**config.mk**
```make
export PLATFORM = sky130hd
export DESIGN_NAME = tci_target
export DESIGN_NICKNAME = d
export VERILOG_FILES = /design/src/shared/tci_pkg.sv /design/src/design/tci_sync.sv /design/src/design/tci_target.sv
export SDC_FILE = /design/constraint.sdc
export NUM_CORES = 1
export LEC_CHECK = 0
export ABC_AREA = 1
export CORE_MARGIN = 1
export CORE_UTILIZATION = 45
export CTS_BUF_LIST = sky130_fd_sc_hd__clkbuf_8
export DETAILED_ROUTE_END_ITERATION = 12
export DONT_BUFFER_PORTS = 1
export PLACE_DENSITY = 0.68
export SYNTH_ARGS = -nofsm -noshare
export SYNTH_HDL_FRONTEND = slang
export SYNTH_SLANG_ARGS = --single-unit
```
**constraint.sdc**
```tcl
create_clock -name I_CLK -period 5 [get_ports I_CLK]
set_input_delay 1 -clock I_CLK [delete_from_list [all_inputs] [get_ports I_CLK]]
set_output_delay 1 -clock I_CLK [all_outputs]
set_load 0.1 [all_outputs]
```
**src/shared/tci_pkg.sv**
```systemverilog
/*
  Shared constants and types of the touch controller serial target port.
  Assumes a 200 MHz system clock and a host bus controller on the far side.
*/
// Overview of operation
// answer only at 7-bit target address 0x4D, pattern 1001101
// bus runs at up to 400 kHz; the port works at any lower rate
// interface strap low selects the two-wire serial host port
// both lines open-drain and idle high; no low hold outside transfers
// host write bits are sampled on rising clock edges
// read data changes on falling clock edges, stable while clock high
// data-ready output is driven, not open-drain, and rests low
// data-ready goes high while a report or response awaits the host
// sensor strap low picks 4/8-wire, high picks 5-wire
// 4/8-wire strapping defaults to 4-wire; 8-wire only by software config
// serial mode, no touch: status LED blinks slowly
// touch in progress: status LED toggles rapidly, medium brightness
// other interface selected: LED off without touch, rapid with touch
// target pulls data low in ninth clock to acknowledge address and writes
// target may hold clock low to stall; host waits for its release
// bytes go most significant bit first, eight consecutive bits
// address mismatch: data released, transfer ignored until next start
package tci_pkg;

  // ----------------------------------------------------------------
  // addressing and timing
  // ----------------------------------------------------------------
  localparam logic [6:0] TARGET_ADDR = 7'h4D;
  localparam int SYS_CLK_MHZ = 200;
  localparam int BUS_MAX_KHZ = 400;
  // clock samples per shortest bus clock phase at the top rate
  localparam int BUS_MIN_PHASE_NS = 1250;
  localparam int BUS_MIN_PHASE_CYC = (BUS_MIN_PHASE_NS * SYS_CLK_MHZ) / 1000;
  localparam logic [3:0] BITS_PER_BYTE = 4'h8;
  // edges after reset release before the synchronised straps show real pin levels
  localparam logic [1:0] STRAP_SETTLE_CYC = 2'h2;

  // status LED timing
  localparam int LED_SLOW_HALF_MS = 250;
  localparam int LED_SLOW_HALF_CYC = LED_SLOW_HALF_MS * SYS_CLK_MHZ * 1000;
  localparam int LED_FAST_HALF_US = 10;
  localparam int LED_FAST_HALF_CYC = LED_FAST_HALF_US * SYS_CLK_MHZ;

  // reset values
  localparam logic RST_LINE_RELEASE = 1'b0;
  localparam logic RST_DATA_READY = 1'b0;
  localparam logic RST_LED = 1'b0;

  // ----------------------------------------------------------------
  // types
  // ----------------------------------------------------------------
  typedef enum {
    ST_IDLE, ST_ADDR, ST_ADDR_ACK, ST_WR_BYTE, ST_WR_ACK,
    ST_RD_LOAD, ST_RD_BYTE, ST_RD_ACK, ST_IGNORE
  } tci_state_e;

  typedef struct packed {
    logic scl;
    logic sda;
  } tci_lines_s;

  typedef struct packed {
    logic iface_select_strap;
    logic sensor_type_strap;
  } tci_straps_s;

endpackage : tci_pkg

```
**src/design/tci_sync.sv**
```systemverilog
/*
  Two-flop level synchroniser, parameterised width.
  Assumes inputs are asynchronous to i_clk; the first stage feeds only the second.
*/
`timescale 1ns/1ps
module tci_sync #(
  parameter int WIDTH = 1
) (
  input wire logic i_clk,
  input wire logic i_nrst,
  input wire logic [WIDTH-1:0] i_async,
  output logic [WIDTH-1:0] o_sync
);
  logic [WIDTH-1:0] meta_q;
  logic [WIDTH-1:0] sync_q;

  // reset to idle-high so no false edge appears at release
  always_ff @(posedge i_clk or negedge i_nrst) begin
    if (!i_nrst) begin
      meta_q <= '1;
      sync_q <= '1;
    end else begin
      meta_q <= i_async;
      sync_q <= meta_q;
    end
  end

  assign o_sync = sync_q;
endmodule // tci_sync

```
**src/design/tci_target.sv**
```systemverilog
/*
  Host-facing serial target port: address match, write receive with acknowledge,
  read transmit with clock stretching, data-ready line, straps and status LED.
  Assumes host bus controller on SCL/SDA; pin levels resolved outside from enables.
*/
`timescale 1ns/1ps
module tci_target
  import tci_pkg::*;
#(
  parameter int LED_SLOW_CYC = LED_SLOW_HALF_CYC,
  parameter int LED_FAST_CYC = LED_FAST_HALF_CYC
) (
  input wire logic I_CLK,
  input wire logic I_NRST,
  input wire logic i_SCL,
  input wire logic i_SDA,
  output logic o_SCL_OUT,
  output logic o_SCL_OE,
  output logic o_SDA_OUT,
  output logic o_SDA_OE,
  input wire logic i_IFACE_SELECT_STRAP,
  input wire logic i_SENSOR_TYPE_STRAP,
  input wire logic i_TOUCH_OPTION_CONFIG,
  input wire logic i_TOUCH_ACTIVE,
  input wire logic i_DATA_PENDING,
  input wire logic [7:0] i_TX_DATA,
  input wire logic i_TX_VALID,
  output logic o_TX_TAKEN,
  output logic [7:0] o_RX_DATA,
  output logic o_RX_VALID,
  output logic o_DATA_READY_IRQ,
  output logic o_SERIAL_MODE,
  output logic o_SENSOR_5WIRE,
  output logic o_SENSOR_8WIRE,
  output logic o_LED
);

  // ----------------------------------------------------------------
  // pin synchronisers
  // ----------------------------------------------------------------
  tci_lines_s lines;
  tci_straps_s straps;
  tci_lines_s prev_q;
  logic [3:0] pins_sync;

  tci_sync #(.WIDTH(4)) u_sync (
    .i_clk(I_CLK),
    .i_nrst(I_NRST),
    .i_async({i_SCL, i_SDA, i_IFACE_SELECT_STRAP, i_SENSOR_TYPE_STRAP}),
    .o_sync(pins_sync)
  );

  // split the synchronised pins into bus lines and straps
  assign lines = tci_lines_s'(pins_sync[3:2]);
  assign straps = tci_straps_s'(pins_sync[1:0]);

  // edge and bus condition decode on synchronised lines
  logic scl_rise;
  logic scl_fall;
  logic start_cond;
  logic stop_cond;
  assign scl_rise = lines.scl & ~prev_q.scl;
  assign scl_fall = ~lines.scl & prev_q.scl;
  assign start_cond = lines.scl & prev_q.scl & prev_q.sda & ~lines.sda;
  assign stop_cond = lines.scl & prev_q.scl & ~prev_q.sda & lines.sda;

  // ----------------------------------------------------------------
  // strap capture, once after reset release
  // ----------------------------------------------------------------
  logic strap_done_q;
  logic strap_done_d;
  tci_straps_s strap_q;
  tci_straps_s strap_d;
  logic [1:0] strap_cnt_q;
  logic [1:0] strap_cnt_d;

  // wait out the synchroniser: its reset level would read as a high interface strap
  always_comb begin
    strap_cnt_d = strap_done_q ? strap_cnt_q : strap_cnt_q + 2'h1;
    strap_done_d = strap_done_q | (strap_cnt_q == STRAP_SETTLE_CYC);
    strap_d = (!strap_done_q && strap_cnt_q == STRAP_SETTLE_CYC) ? straps : strap_q;
  end

  always_ff @(posedge I_CLK or negedge I_NRST) begin
    if (!I_NRST) begin
      strap_done_q <= 1'b0;
      strap_cnt_q <= '0;
      strap_q <= '0;
    end else begin
      strap_done_q <= strap_done_d;
      strap_cnt_q <= strap_cnt_d;
      strap_q <= strap_d;
    end
  end

  logic serial_mode;
  assign serial_mode = strap_done_q & ~strap_q.iface_select_strap;

  // ----------------------------------------------------------------
  // bus protocol engine
  // ----------------------------------------------------------------
  tci_state_e st_q;
  tci_state_e st_d;
  logic [3:0] cnt_q;
  logic [3:0] cnt_d;
  logic [7:0] sh_q;
  logic [7:0] sh_d;
  logic rw_q;
  logic rw_d;
  logic nack_q;
  logic nack_d;
  logic sda_oe_q;
  logic sda_oe_d;
  logic scl_oe_q;
  logic scl_oe_d;
  logic taken_q;
  logic taken_d;
  logic rx_valid_q;
  logic rx_valid_d;
  logic [7:0] rx_q;
  logic [7:0] rx_d;

  // the engine samples at 200 MHz, far above the shortest 1.25 us phase
  always_comb begin
    st_d = st_q;
    cnt_d = cnt_q;
    sh_d = sh_q;
    rw_d = rw_q;
    nack_d = nack_q;
    sda_oe_d = sda_oe_q;
    scl_oe_d = 1'b0;
    taken_d = 1'b0;
    rx_valid_d = 1'b0;
    rx_d = rx_q;
    if (stop_cond) begin
      // lines released at every stop
      st_d = ST_IDLE;
      sda_oe_d = 1'b0;
    end else if (start_cond) begin
      // repeated start restarts the address phase
      st_d = ST_ADDR;
      cnt_d = '0;
      sda_oe_d = 1'b0;
    end else begin
      case (st_q)
        ST_IDLE: begin
          sda_oe_d = 1'b0;
        end
        ST_ADDR, ST_WR_BYTE: begin
          if (scl_rise && cnt_q != BITS_PER_BYTE) begin
            sh_d = {sh_q[6:0], lines.sda};
            cnt_d = cnt_q + 4'h1;
          end else if (scl_fall && cnt_q == BITS_PER_BYTE) begin
            cnt_d = '0;
            if (st_q == ST_WR_BYTE) begin
              sda_oe_d = 1'b1;
              rx_d = sh_q;
              rx_valid_d = 1'b1;
              st_d = ST_WR_ACK;
            end else if (serial_mode && sh_q[7:1] == TARGET_ADDR) begin
              sda_oe_d = 1'b1;
              rw_d = sh_q[0];
              st_d = ST_ADDR_ACK;
            end else begin
              st_d = ST_IGNORE;
            end
          end
        end
        ST_ADDR_ACK, ST_WR_ACK: begin
          if (scl_fall) begin
            sda_oe_d = 1'b0;
            st_d = (st_q == ST_ADDR_ACK && rw_q) ? ST_RD_LOAD : ST_WR_BYTE;
            scl_oe_d = (st_q == ST_ADDR_ACK && rw_q);
          end
        end
        ST_RD_LOAD: begin
          // hold the clock low until a byte is offered; stall reaches the host
          if (i_TX_VALID) begin
            sh_d = i_TX_DATA;
            sda_oe_d = ~i_TX_DATA[7];
            taken_d = 1'b1;
            cnt_d = '0;
            st_d = ST_RD_BYTE;
          end else begin
            scl_oe_d = 1'b1;
          end
        end
        ST_RD_BYTE: begin
          if (scl_fall) begin
            if (cnt_q == BITS_PER_BYTE - 4'h1) begin
              sda_oe_d = 1'b0;
              st_d = ST_RD_ACK;
            end else begin
              sda_oe_d = ~sh_q[6];
              sh_d = {sh_q[6:0], 1'b0};
              cnt_d = cnt_q + 4'h1;
            end
          end
        end
        ST_RD_ACK: begin
          if (scl_rise) begin
            nack_d = lines.sda;
          end else if (scl_fall) begin
            st_d = nack_q ? ST_IGNORE : ST_RD_LOAD;
            scl_oe_d = ~nack_q;
          end
        end
        ST_IGNORE: begin
          sda_oe_d = 1'b0;
        end
        default: begin
          st_d = ST_IDLE;
          sda_oe_d = 1'b0;
        end
      endcase
    end
  end

  always_ff @(posedge I_CLK or negedge I_NRST) begin
    if (!I_NRST) begin
      prev_q <= '1;
      st_q <= ST_IDLE;
      cnt_q <= '0;
      sh_q <= '0;
      rw_q <= 1'b0;
      nack_q <= 1'b1;
      sda_oe_q <= RST_LINE_RELEASE;
      scl_oe_q <= RST_LINE_RELEASE;
      taken_q <= 1'b0;
      rx_valid_q <= 1'b0;
      rx_q <= '0;
    end else begin
      prev_q <= lines;
      st_q <= st_d;
      cnt_q <= cnt_d;
      sh_q <= sh_d;
      rw_q <= rw_d;
      nack_q <= nack_d;
      sda_oe_q <= sda_oe_d;
      scl_oe_q <= scl_oe_d;
      taken_q <= taken_d;
      rx_valid_q <= rx_valid_d;
      rx_q <= rx_d;
    end
  end

  // ----------------------------------------------------------------
  // data ready, sensor selection and status LED
  // ----------------------------------------------------------------
  logic irq_q;
  logic irq_d;
  logic s5_q;
  logic s5_d;
  logic s8_q;
  logic s8_d;
  logic mode_q;
  logic [31:0] slow_cnt_q;
  logic [31:0] slow_cnt_d;
  logic [31:0] fast_cnt_q;
  logic [31:0] fast_cnt_d;
  logic slow_q;
  logic slow_d;
  logic fast_q;
  logic fast_d;
  logic led_q;
  logic led_d;

  always_comb begin
    irq_d = i_DATA_PENDING;
    s5_d = strap_done_q & strap_q.sensor_type_strap;
    // software config only matters with 4/8-wire strapping; default 4-wire
    s8_d = strap_done_q & ~strap_q.sensor_type_strap & i_TOUCH_OPTION_CONFIG;
    slow_cnt_d = slow_cnt_q + 32'h1;
    slow_d = slow_q;
    if (slow_cnt_q >= 32'(LED_SLOW_CYC - 1)) begin
      slow_cnt_d = '0;
      slow_d = ~slow_q;
    end
    fast_cnt_d = fast_cnt_q + 32'h1;
    fast_d = fast_q;
    if (fast_cnt_q >= 32'(LED_FAST_CYC - 1)) begin
      fast_cnt_d = '0;
      fast_d = ~fast_q;
    end
    if (i_TOUCH_ACTIVE) begin
      led_d = fast_d;
    end else if (serial_mode) begin
      led_d = slow_d;
    end else begin
      led_d = 1'b0;
    end
  end

  always_ff @(posedge I_CLK or negedge I_NRST) begin
    if (!I_NRST) begin
      irq_q <= RST_DATA_READY;
      s5_q <= 1'b0;
      s8_q <= 1'b0;
      mode_q <= 1'b0;
      slow_cnt_q <= '0;
      fast_cnt_q <= '0;
      slow_q <= 1'b0;
      fast_q <= 1'b0;
      led_q <= RST_LED;
    end else begin
      irq_q <= irq_d;
      s5_q <= s5_d;
      s8_q <= s8_d;
      mode_q <= serial_mode;
      slow_cnt_q <= slow_cnt_d;
      fast_cnt_q <= fast_cnt_d;
      slow_q <= slow_d;
      fast_q <= fast_d;
      led_q <= led_d;
    end
  end

  // ----------------------------------------------------------------
  // outputs from flops, pin levels tied low; open-drain drives only low
  // ----------------------------------------------------------------
  assign o_SCL_OUT = RST_LINE_RELEASE;
  assign o_SDA_OUT = RST_LINE_RELEASE;
  assign o_SCL_OE = scl_oe_q;
  assign o_SDA_OE = sda_oe_q;
  assign o_TX_TAKEN = taken_q;
  assign o_RX_DATA = rx_q;
  assign o_RX_VALID = rx_valid_q;
  assign o_DATA_READY_IRQ = irq_q;
  assign o_SERIAL_MODE = mode_q;
  assign o_SENSOR_5WIRE = s5_q;
  assign o_SENSOR_8WIRE = s8_q;
  assign o_LED = led_q;

endmodule // tci_target

```
Word level (Yosys, flattened, before mapping)
Index checks and enable logic that the tools add are counted.
{ "word_totals": {"out_inout_bits": 19, "regBits": 144, "elab_cells": 174, "input_bits": 18} }
{ "classes": {"eq_ne": 34, "n_lt_le_gt_ge": 2, "muxes": 61, "n_bitwise": 27, "n_reduce_logical": 19, "add_sub_neg": 4} }
{ "op_table": {"columns": ["cell", "count"], "rows": [
  ["32-bit 2-to-1 mux", 12],
  ["32-bit by 3-bit equality test with 1-bit output, second input constant", 6],
  ["32-bit one-hot mux with 6 select lines", 1],
  ["32-bit by 1-bit adder with 32-bit output, second input constant", 2],
  ["32-bit by 2-bit equality test with 1-bit output, second input constant", 2],
  ["4-bit != test, second input constant", 10],
  ["4-bit 2-to-1 mux", 9],
  ["32-bit by 1-bit equality test with 1-bit output, second input constant", 1],
  ["32-bit by 4-bit equality test with 1-bit output, second input constant", 1],
  ["32-bit by 11-bit >= comparator with 1-bit output, second input constant", 1],
  ["32-bit by 26-bit >= comparator with 1-bit output, second input constant", 1],
  ["32-bit logical NOT", 1],
  ["8-bit 2-to-1 mux", 4],
  ["1-bit 2-to-1 mux", 30],
  ["8-bit one-hot mux with 3 select lines", 1],
  ["7-bit AND reduction", 3],
  ["1-bit NOT", 15],
  ["3-bit != test, second input constant", 4],
  ["4-bit one-hot mux with 3 select lines", 1],
  ["6-bit AND reduction", 2],
  ["1-bit AND", 11],
  ["9-bit AND reduction", 1],
  ["2-bit != test, second input constant", 4],
  ["7-bit equality test, second input constant", 1],
  ["17 further kinds", 23]
]} }

Longest topological paths before layout
Gate-level depths: netlist (run 1).
{ "depth": {"depth_word": 10, "mapped_depth": 12, "mapped_depth_nobuf": 12} }

Hierarchy
Synthesis (run 1) repeated with hierarchy kept, for this count alone.
{ "unflattened": {"cells_unflattened": 644, "area_unflattened_um2": 5395.2} }
{ "modules_own_cells": {"columns": ["module", "cells_per_inst", "area_each_um2", "seq_area_each_um2", "n_inst"], "rows": [
  ["tci_target", 636, 5185.0, 2706.3, 1],
  ["tci_sync", 8, 210.2, 210.2, 1]
]} }

Worst setup path after synthesis (run 1)
Ideal clock, no wire load.
{ "synth_path": {"path_kind": "reg-to-output", "start": "register rx_q[0], in the netlist o_RX_DATA[0]", "end": "output port o_RX_DATA[0]", "slack_ns": 3.102, "required_ns": 4.000, "path_stages_with_launch": 1, "arrival_ns": 0.898, "cell_sequence": "dfrtp_1"} }
{ "synth_rtl": {"columns": ["element", "line_no", "source"], "rows": [
  ["start: declaration", "tci_target.sv:120", "logic [7:0] rx_q;"],
  ["start signal: assignment", "tci_target.sv:243", "rx_q <= rx_d;"],
  ["end: declaration", "tci_target.sv:29", "output logic [7:0] o_RX_DATA,"]
]} }
No word-level cell between the ends.

Worst setup path in the final report (run 1)
{ "layout_path": {"start": "register sda_oe_q, in the netlist o_SDA_OE", "end": "output port o_SDA_OE"} }
{ "layout_rtl": {"columns": ["element", "line_no", "source"], "rows": [
  ["start: declaration", "tci_target.sv:112", "logic sda_oe_q;"],
  ["start signal: assignment", "tci_target.sv:239", "sda_oe_q <= sda_oe_d;"],
  ["end: declaration", "tci_target.sv:20", "output logic o_SDA_OE,"]
]} }
No word-level cell between the ends.

==> impl_results.md, run 1 <==
* Outcome: complete, but fails checks
* Failing checks: design-rule violations
* Total stage count of the critical path at 0
* Top post-synthesis cells by count: 155 x nand2_1, 105 x dfrtp_1, 93 x nor2_1
* Area of the die at roughly 12,000 um2
* Setup crit end kind: primary output
* Maximum Capacitance Violations at 0
* DR pass1 iterations at 9
* Yosys warning count at 0
* Startpoint types: register
* CTS Buf Count at 17
* Tot GR Track Use at 18.8%
* Worst-skew pair later-pin latency at 0.43 ns
* Cell Count, Final, Fillers Out at 820
* Internal power at 1400 uW
* DRT iter0 DRCs at 267
* DR DRC count at 4
* Power share of the combinational group at under 10%
* Global-route wire length before repair at 17,900 um
* Number of synthesized register bits at 116
* Number of flops mapped to enable cells by yosys at 0
* Area grow syn2layout at 10.1%
* Hold_buf cts at 0
* Hpwl dp at 7470 um
* Setup TNS at 0 ns
* Post-cts sizing count at 0
* Clk pwr share at 37.9%
* Fin crit share at between 40% and 50%
* Die Height at 111 um
* Post-synthesis async set-or-reset flop share at 100%
* Compound-cell area share of the yosys netlist at 6.39%
* Synth Cell Area at ~5300 um2
* Multi-input gate area at 2140 um2
* Vias at 3,920
* Critical setup path kind: register to primary output
* Sw Ratio at around a quarter
* CTS Buffer Depth at 2
* CTS root buffer: clkbuf_8
* Reg-to-reg startpoint: slow_cnt_q[0]$_DFF_PN0_
* Tmin final at between 2 and 2.5 ns
* Switching Power at a little under 500 uW
* Area contributors post-synth: dfrtp_1 49%, nand2_1 11%, nor2_1 6.5%
* Placed insts at 789
* FMAX at slightly above 400 MHz
* HP Class: input port to async pin
* Clock-pin slew on the worst setup and hold paths at 0.07 ns
* Number of I/O port buffers at 0
* Yosys top cell by area: dfrtp_1
* Routability cong. at 0.916
* CTS tree: yes
* Slew Limit Fails at 0
* Register area at 2920 um2
* Clock sinks at 116
* Synthesized area per cell at 8.51 um2
* Final Hold Vio Count at 0
* Starting Density at roughly 46%
* Post-synthesis mux area share at 0.984%
* Antenna diodes at 0
* Count leader, synth: nand2_1
* Worst r2r dst: slow_cnt_q[23]$_DFF_PN0_
* Post-Route Skew at 0.00818 ns
* Initial antenna violation count at 0
* Number of routed nets with antenna violations at 0
* Final setup violation count at 0
* R2R setup slack at 2.90 ns
* Simple-gate share of the synthesized area at roughly 27%
* Crit path DAT at 1.41 ns
* Worst Reg-to-Reg Cells at 10
* Core area at 11,500 um2
* Crit path max fanout at 2
* Vias per cell at 4.78
* Largest net degree at the start of global routing at 117
* Cell leakage power at 0.00284 uW
* RSZ-0062 raised after global routing: false
* Primary FF master, synth: dfrtp_1
* Yosys cell types at 40
* Drt total wl at slightly above 10,000 um
* XOR/XNOR Fraction of Synth Area at 2.30%
* Sequential share of power at 55.6%
* Fillers at 1,076
* Ports at 37
* Routed len/inst at 12.6 um
* Site Rows at 39
* Sequential fraction of the synthesis area at 54.6%
* Top-area cell type share of the netlist area at a little under 50%
* H-tree depth at 4
* Total gr overflow at 0
* Layout cell share with drive strength beyond 1 at about a tenth
* Post-CTS setup buffer count at 0
* Nets at 688
* Gate Count Post-Synth at 628
* Worst-margin pin slew at approximately 0.95 ns
* Largest family of logic cells by synthesized area: simple AND/OR/NAND/NOR gates
* Chip width at 111 um
* Adder-cell share of the synthesized area at about 1.2%
* Power per cell area at 322 nW/um2
* Required @ worst endpoint at approximately 4 ns
* Slew HR at 36.8%
* Worst vdd ir at 0.278 mV
* PnR Total Power at 1900 uW
* Vias in the first global route at 3,865
[cells in the final DEF (no fill, tap or decap), drive strengths merged, types with 4 or more instances in the layout]
cell type	count
nand4	8
nor2	97
o21ai	43
xnor2	6
nor3	17
dfrtp	105
nand2	163
inv	90
ha	5
xor2	8
dfstp	11
a21oi	10
nand3	37
clkbuf	21
conb	29
or2	4
[power groups by stage]
stage	logic, uW	registers, uW	clock network [uW]
CTS	124	1060	748
floorplan	107	1060	0
global route	141	1060	788
finish	122	1050	720
global placement	120	1070	0
detailed placement	124	1070	0
[worst max path at each step]
stage / from / end / slack, ns
after floorplan: o_RX_DATA[0]$_DFFE_PN0P_ / o_RX_DATA[0] / 3.10
after global placement: slow_cnt_q[0]$_DFF_PN0_ / slow_cnt_q[4]$_DFF_PN0_ / 2.95
after detailed placement: slow_cnt_q[0]$_DFF_PN0_ / slow_cnt_q[4]$_DFF_PN0_ / 2.88
after CTS: o_SDA_OE$_DFFE_PN0P_ / o_SDA_OE / 2.55
after global routing: o_SDA_OE$_DFFE_PN0P_ / o_SDA_OE / 2.55
final: o_SDA_OE$_DFFE_PN0P_ / o_SDA_OE / 2.59
[worst register-to-register path, stage by stage (launching register included)]
cell	delay (ns)
dfrtp_1	0.37
ha_1	0.20
nand2_1	0.08
nor2_1	0.12
nand3_1	0.08
nand2_1	0.07
nand3_1	0.09
nand2_1	0.48
inv_1	0.31
nand2_1	0.15
nor2_1	0.06
[sequential cells by signal (all words and copies together) (netlist names), 4 cells and up]
register,cells
sh_q,8
fast_cnt_q,32
slow_cnt_q,32
st_q,4
u_sync.meta_q,4
cnt_q,4
o_RX_DATA,8
u_sync.o_sync,4
[stage by stage]
stage | setup slack, ns | util (%) | hold slack, ns | cell area [um2]
after floorplan | 3.10 | - | 0.345 | 5450
after global placement | 2.95 | 48.2 | 0.347 | 5550
after detailed placement | 2.88 | 48.2 | 0.347 | 5550
after CTS | 2.55 | 51.1 | 0.228 | 5880
after global routing | 2.55 | 51.1 | 0.227 | 5880
final | 2.59 | 51.1 | 0.264 | 5880
[cells by family after synthesis]
family / count (synthesis)
and+or+nand+nor: 334
DFF: 116
buffers and inverters: 94
AOI/OAI and AO/OA: 59
xor gates and xnor gates: 14
adders and majority gates: 5
muxes: 5
other: 1
[metal layers]
layer,up-vias,GRT usage (%),part of all wire (%)
met2,74,29.9,47
li1,2013,-,-
met1,1820,23.1,45
met3,13,6.40,6.0
met5,-,0,0
met4,0,8.31,1.6
[area by class of cell]
cell class	instances	share of cell area (%)
clock buffer	21	4.91
clock inverter	10	0.766
inverter	84	5.36
multi-input combinational	446	36.3
sequential	116	49.6
tap	143	3.04
Note: power is estimated with default switching activity, not from simulation.
==> inputs of run 2 (changes only) <==
Settings changed: PLACE_DENSITY 0.68 to 0.7.
Clock period 5 ns to 1.9 ns, I/O delays scaled along.
==> impl_results.md, run 2 (same netlist as run 1, synthesis figures left out) <==
* Crit path max fanout at 7
* Slowest stage cell, crit path: dfrtp_1
* Routed len/inst at 12.5 um
* Global-route wire length before repair at roughly 18,000 um
* Worst-skew pair later-pin latency at approximately 0.43 ns
* Tot GR Track Use at 18.7%
* Initial antenna violation count at 0
* Total gr overflow at 0
* CTS root buffer: clkbuf_8
* Worst Reg-to-Reg Cells at 9
* Antenna diodes at 0
* Final setup violation count at 0
* Hold_buf cts at 5
* R2R setup slack at 0.15 ns
* Clock sinks at 116
* Power per cell area at roughly 920 nW/um2
* Hold slack at -0.346 ns
* Setup TNS at 0 ns
* Vias per cell at 4.84
* RSZ-0062 raised after global routing: false
* FMAX at roughly 570 MHz
* Cell Area, Placed at 5720 um2
* HP Class: input port to async pin
* Biggest regs: fast_cnt_q (32), slow_cnt_q (32)
* H-tree depth at 4
* Ports at 37
* Area grow syn2layout at 17.0%
* Number of routed nets with antenna violations at 0
* Die Height at between 100 and 150 um
* Routability cong. at 0.878
* DRT iter0 DRCs at 282
* Layout cell share with drive strength beyond 1 at ~14%
* Tmin final at 1.75 ns
* Area of the die at 12,300 um2
* Post-Route Skew at around 0.011 ns
* Reg-to-reg startpoint: cnt_q[0]$_DFFE_PN0P_
* DR DRC count at 2
* Commonest non-fill, non-tap cells in the layout: 154 x nand2_1, 105 x dfrtp_1, 92 x nor2_1, 82 x inv_1, 35 x nand3_1
* Vias at between 4,000 and 5,000
* Worst r2r dst: sh_q[3]$_DFFE_PN0P_
* Site Rows at 39
* Nets at 718
* Fin crit share at between 90% and 100%
* Required @ worst endpoint at ~2.3 ns
* Critical setup path kind: register to register
* Worst vdd ir at 0.822 mV
* Drt total wl at 10,600 um
* Number of I/O port buffers at 0
* Max incr delay on CP at between 0.4 and 0.5 ns
* CTS Buffer Depth at 2
* Starting Density at ~46%
* Core area at 11,500 um2
* Clock-pin slew on the worst setup and hold paths at about 0.07 ns
* Vias in the first global route at 3,941
* Slew Limit Fails at 0
* Hpwl dp at 7370 um
* Setup crit end kind: register
* Crit path DAT at 2.10 ns
* DR pass1 iterations at 9
* Cell leakage power at slightly above 0.003 uW
* Largest net degree at the start of global routing at 117
* Crit path top cell by count: nor2_1
* CTS tree: yes
* Final Hold Vio Count at 116
* Maximum Capacitance Violations at 0
* CTS Buf Count at 17
* Commonest non-fill, non-tap cell in the layout: nand2_1
* Chip width at between 100 and 150 um
* Critical path cell sequence: inv_1 > ha_1 > nand2_1 > nor2_2 > nor2_1 > nor2_1 > nor3_4 > nand2_2 > o21ai_2
* Final Cell Area at 6250 um2
* Failing checks: design-rule violations, negative hold slack
* Outcome: complete, but fails checks
* Startpoint types: register
run 2: worst max path at each step:
stage	slack (ns)	cells past startpoint	start	endpoint
2_1_floorplan	0.27	11	cnt_q[0]$_DFFE_PN0P_	sh_q[6]$_DFFE_PN0P_
3_3_place_gp	0.19	10	cnt_q[0]$_DFFE_PN0P_	sh_q[7]$_DFFE_PN0P_
3_5_place_dp	0.10	10	cnt_q[0]$_DFFE_PN0P_	sh_q[1]$_DFFE_PN0P_
4_1_cts	0.08	10	cnt_q[0]$_DFFE_PN0P_	sh_q[3]$_DFFE_PN0P_
5_1_grt	0.007	11	cnt_q[0]$_DFFE_PN0P_	o_SDA_OE$_DFFE_PN0P_
6_report	0.15	9	cnt_q[0]$_DFFE_PN0P_	sh_q[3]$_DFFE_PN0P_
run 2: power breakdown:
| group | internal [uW] | switching (uW) | total [uW] | leakage (uW) |
|---|---|---|---|---|
| Sequential | 2590 | 80.9 | 2670 | 0.00148 |
| Clock | 1590 | 999 | 2590 | 0.000234 |
| Combinational | 140 | 323 | 463 | 0.00131 |
| Total | 4320 | 1400 | 5720 | 0.00303 |
run 2: area by class of cell:
class	count	area, um2
clock buffers	18	248
clock inverters	13	208
fillers	1051	5270
inverters	84	315
multi-input cells	447	2150
flip-flops and latches	116	2920
well taps	143	179
repair buffers	29	230
run 2: worst max-delay path: cells and delay by family (launching register included):
kind,cells,cell delay (ns)
AO/OA/AOI/OAI,1,0.15
adder cells (fa/ha/maj),1,0.20
buffers and inverters,1,0.08
flip-flops,1,0.41
AND/OR/NAND/NOR,6,0.85
run 2: per-layer routing:
metal	track usage (%)	wire [um]	up-vias
met5	0	0	-
met4	8.13	169	0
met3	6.56	559	17
met2	29.4	5180	89
met1	23.2	4680	1935
li1	-	-	2074
run 2: stage by stage:
step | total power (uW) | hold slack [ns] | setup slack [ns] | std cells | util [%]
after global routing | 5960 | -0.400 | 0.00723 | 850 | 54.3
after floorplan | 3070 | 0.0844 | 0.271 | 656 | -
final | 5720 | -0.346 | 0.147 | 850 | 54.3
after detailed placement | 3160 | 0.0902 | 0.102 | 812 | 49.7
after CTS | 5770 | -0.389 | 0.0847 | 848 | 54.1
after global placement | 3140 | 0.0903 | 0.185 | 812 | 49.7
run 2: what timing repair did:
action	in CTS	in global routing
resized for setup	0	5
endpoints found under the setup margin	0	17
buffers inserted	0	1
endpoints found under the hold margin	121	116
==> inputs of run 3 (changes only) <==
Settings changed: PLACE_DENSITY 0.7 to not set, SYNTH_HIERARCHICAL set to 1.
==> impl_results.md, run 3 <==
* Number of routed nets with antenna violations at 0
* R2R setup slack at 0.19 ns
* Starting Density at between 40% and 50%
* Layout cell share with drive strength beyond 1 at ~15%
* PnR Total Power at 5510 uW
* Largest family of logic cells by synthesized area: simple AND/OR/NAND/NOR gates
* Nets at 737
* H-tree depth at 4
* Outcome: complete, but fails checks
* Clock sinks at between 100 and 150
* Number of I/O port buffers at 0
* Biggest regs: fast_cnt_q (32), slow_cnt_q (32)
* Required @ worst endpoint at 2.22 ns
* FMAX at slightly below 600 MHz
* Fin crit share at 90.1%
* Yosys top cell by area: dfrtp_1
* Top-area cell type share of the netlist area at 48.7%
* Final core utilization at 54.6%
* Critical setup path kind: register to register
* Primary FF master, synth: dfrtp_1
* Failing checks: design-rule violations, negative hold slack
* Cell leakage power at slightly above 0.003 uW
* Cell Count, Final, Fillers Out at 870
* Largest net degree at the start of global routing at 117
* Cell Area, Placed at 5830 um2
* Commonest non-fill, non-tap cell in the layout: nand2_1
* Drt total wl at 10,700 um
* Final setup violation count at 0
* Number of flops mapped to enable cells by yosys at 0
* Tot GR Track Use at 19.4%
* Hpwl dp at 7450 um
* Vias in the first global route at 4,166
* Worst vdd ir at 0.410 mV
* Hold slack at -0.367 ns
* Commonest non-fill, non-tap cells in the layout: 158 x nand2_1, 105 x dfrtp_1, 100 x nor2_1, 82 x inv_1, 51 x nand3_1
* Global-route wire length before repair at 18,900 um
* Compound-cell area share of the yosys netlist at 4.96%
* Yosys warning count at 6
* Crit path max fanout at 6
* Count leader, synth: nand2_1
* Routed len/inst at 12.3 um
* Vias per cell at 4.75
* Crit path DAT at 2.04 ns
* Routability cong. at 0.838
* Area grow syn2layout at 17.1%
* Maximum Capacitance Violations at 0
* Setup crit end kind: register
* Ports at 37
* Final Cell Area at 6320 um2
* HP Class: input port to async pin
* Initial antenna violation count at 0
* Post-synthesis async set-or-reset flop share at 100%
* Synth Cell Area at 5400 um2
* Post-CTS setup buffer count at 0
* Slew Limit Fails at 0
* Startpoint types: register
* Power per cell area at 871 nW/um2
* Placed insts at 833
* Core area at 11,600 um2
* Post-Route Skew at 0.0111 ns
* Hold_buf cts at 5
* Worst-skew pair later-pin latency at 0.44 ns
* DRT iter0 DRCs at 190
* CTS Buffer Depth at 2
* XOR/XNOR Fraction of Synth Area at ~2.3%
* Top post-synthesis cells by count: 160 x nand2_1, 105 x dfrtp_1, 100 x nor2_1
* CTS tree: yes
* Vias at 4,135
* Total gr overflow at 0
* Tmin final at between 1.5 and 2 ns
* Post-synthesis mux area share at less than 1%
* CTS root buffer: clkbuf_8
* Clock-pin slew on the worst setup and hold paths at around 0.070 ns
* Number of synthesized register bits at 116
* Simple-gate share of the synthesized area at 30.1%
* Die Height at 111 um
* Chip width at between 100 and 150 um
* Area contributors post-synth: dfrtp_1 49%, nand2_1 11%, nor2_1 7.0%
* Antenna diodes at 0
* DR pass1 iterations at 9
* Final Hold Vio Count at ~120
* Adder-cell share of the synthesized area at 1.16%
* Yosys cell types at 35
* Gate Count Post-Synth at 644
* DR DRC count at 2
* Site Rows at 39
* CTS Buf Count at 17
* Synthesized area per cell at 8.38 um2
* Area of the die at 12,400 um2
* Setup TNS at 0 ns
* Sequential fraction of the synthesis area at between 50 and 60%
## run 3: cell types whose count changed in the layout (fill, tap and decap cells not counted), moves of 3 or more
cell	before	now
inv_2	3	6
nand3_1	35	51
clkinv_4	4	0
nand2_1	154	158
mux2i_1	3	0
nor2_2	3	6
xnor2_1	6	10
nor2_1	92	100
o21ai_0	30	18
nor3_1	16	13
xor2_1	8	4
## run 3: worst paths after layout
check	start	endpoint	cells after the start
max	u_sync/o_sync[3]$_DFF_PN1_	st_q[0]$_DFFE_PN0P_	11
max reg2reg	u_sync/o_sync[3]$_DFF_PN1_	st_q[0]$_DFFE_PN0P_	11
min in group I_CLK	i_TOUCH_OPTION_CONFIG	o_SENSOR_8WIRE$_DFF_PN0_	2
min	I_NRST	slow_cnt_q[23]$_DFF_PN0_	0
max in group asynchronous	I_NRST	prev_q[1]$_DFF_PN1_	0
min reg2reg	u_sync/meta_q[0]$_DFF_PN1_	u_sync/o_sync[0]$_DFF_PN1_	0
## run 3: logic make-up after synthesis
| kind of cell | count (synthesis) |
|---|---|
| buffers and inverters | 94 |
| AND/OR/NAND/NOR | 369 |
| flip-flops | 116 |
| multiplexers | 2 |
| AO/OA/AOI/OAI | 43 |
| XOR/XNOR | 14 |
| other | 1 |
| adder cells (fa/ha/maj) | 5 |
## run 3: metal layers
| layer | wire length [um] | GRT usage, % | share of wire (%) |
|---|---|---|---|
| met1 | 5120 | 25.5 | 48 |
| met2 | 4870 | 30.1 | 46 |
| met3 | 530 | 5.55 | 5.0 |
| met4 | 175 | 8.47 | 1.6 |
| met5 | 0 | 0 | 0 |
## run 3: timing repair
item / CTS / global route
resized for setup: 0 / 2
endpoints found under the hold margin: 121 / 116
endpoints found under the setup margin: 0 / 12
## run 3: layout make-up
cell class	instances	area (um2)
Fill cell	1065	5250
Sequential cell	116	2920
Multi-Input combinational cell	462	2220
Inverter	86	325
Clock buffer	20	275
Timing Repair Buffer	31	245
Tap cell	143	179
Clock inverter	12	161
## run 3: metrics by stage
| stage | hold slack [ns] | setup slack (ns) |
|---|---|---|
| after floorplan | 0.0844 | 0.360 |
| after global placement | 0.0883 | 0.210 |
| after detailed placement | 0.0885 | 0.177 |
| after CTS | -0.397 | 0.177 |
| after global routing | -0.400 | -0.00482 |
| final | -0.367 | 0.189 |
## run 3: power breakdown
group / internal [uW] / leakage [uW] / switching (uW)
clock: 1510 / 0.000228 / 972
sequential: 2580 / 0.00148 / 59.2
combinational: 107 / 0.00132 / 273
## run 3: critical path: stages, from the launching register on
cell	delay, ns
dfstp_2	0.55
inv_1	0.04
nand2_1	0.15
inv_1	0.14
nand2_2	0.14
nand2_1	0.08
nand2_1	0.09
inv_1	0.04
nand2_1	0.12
nand2_2	0.11
nand3_1	0.10
nand2_1	0.05
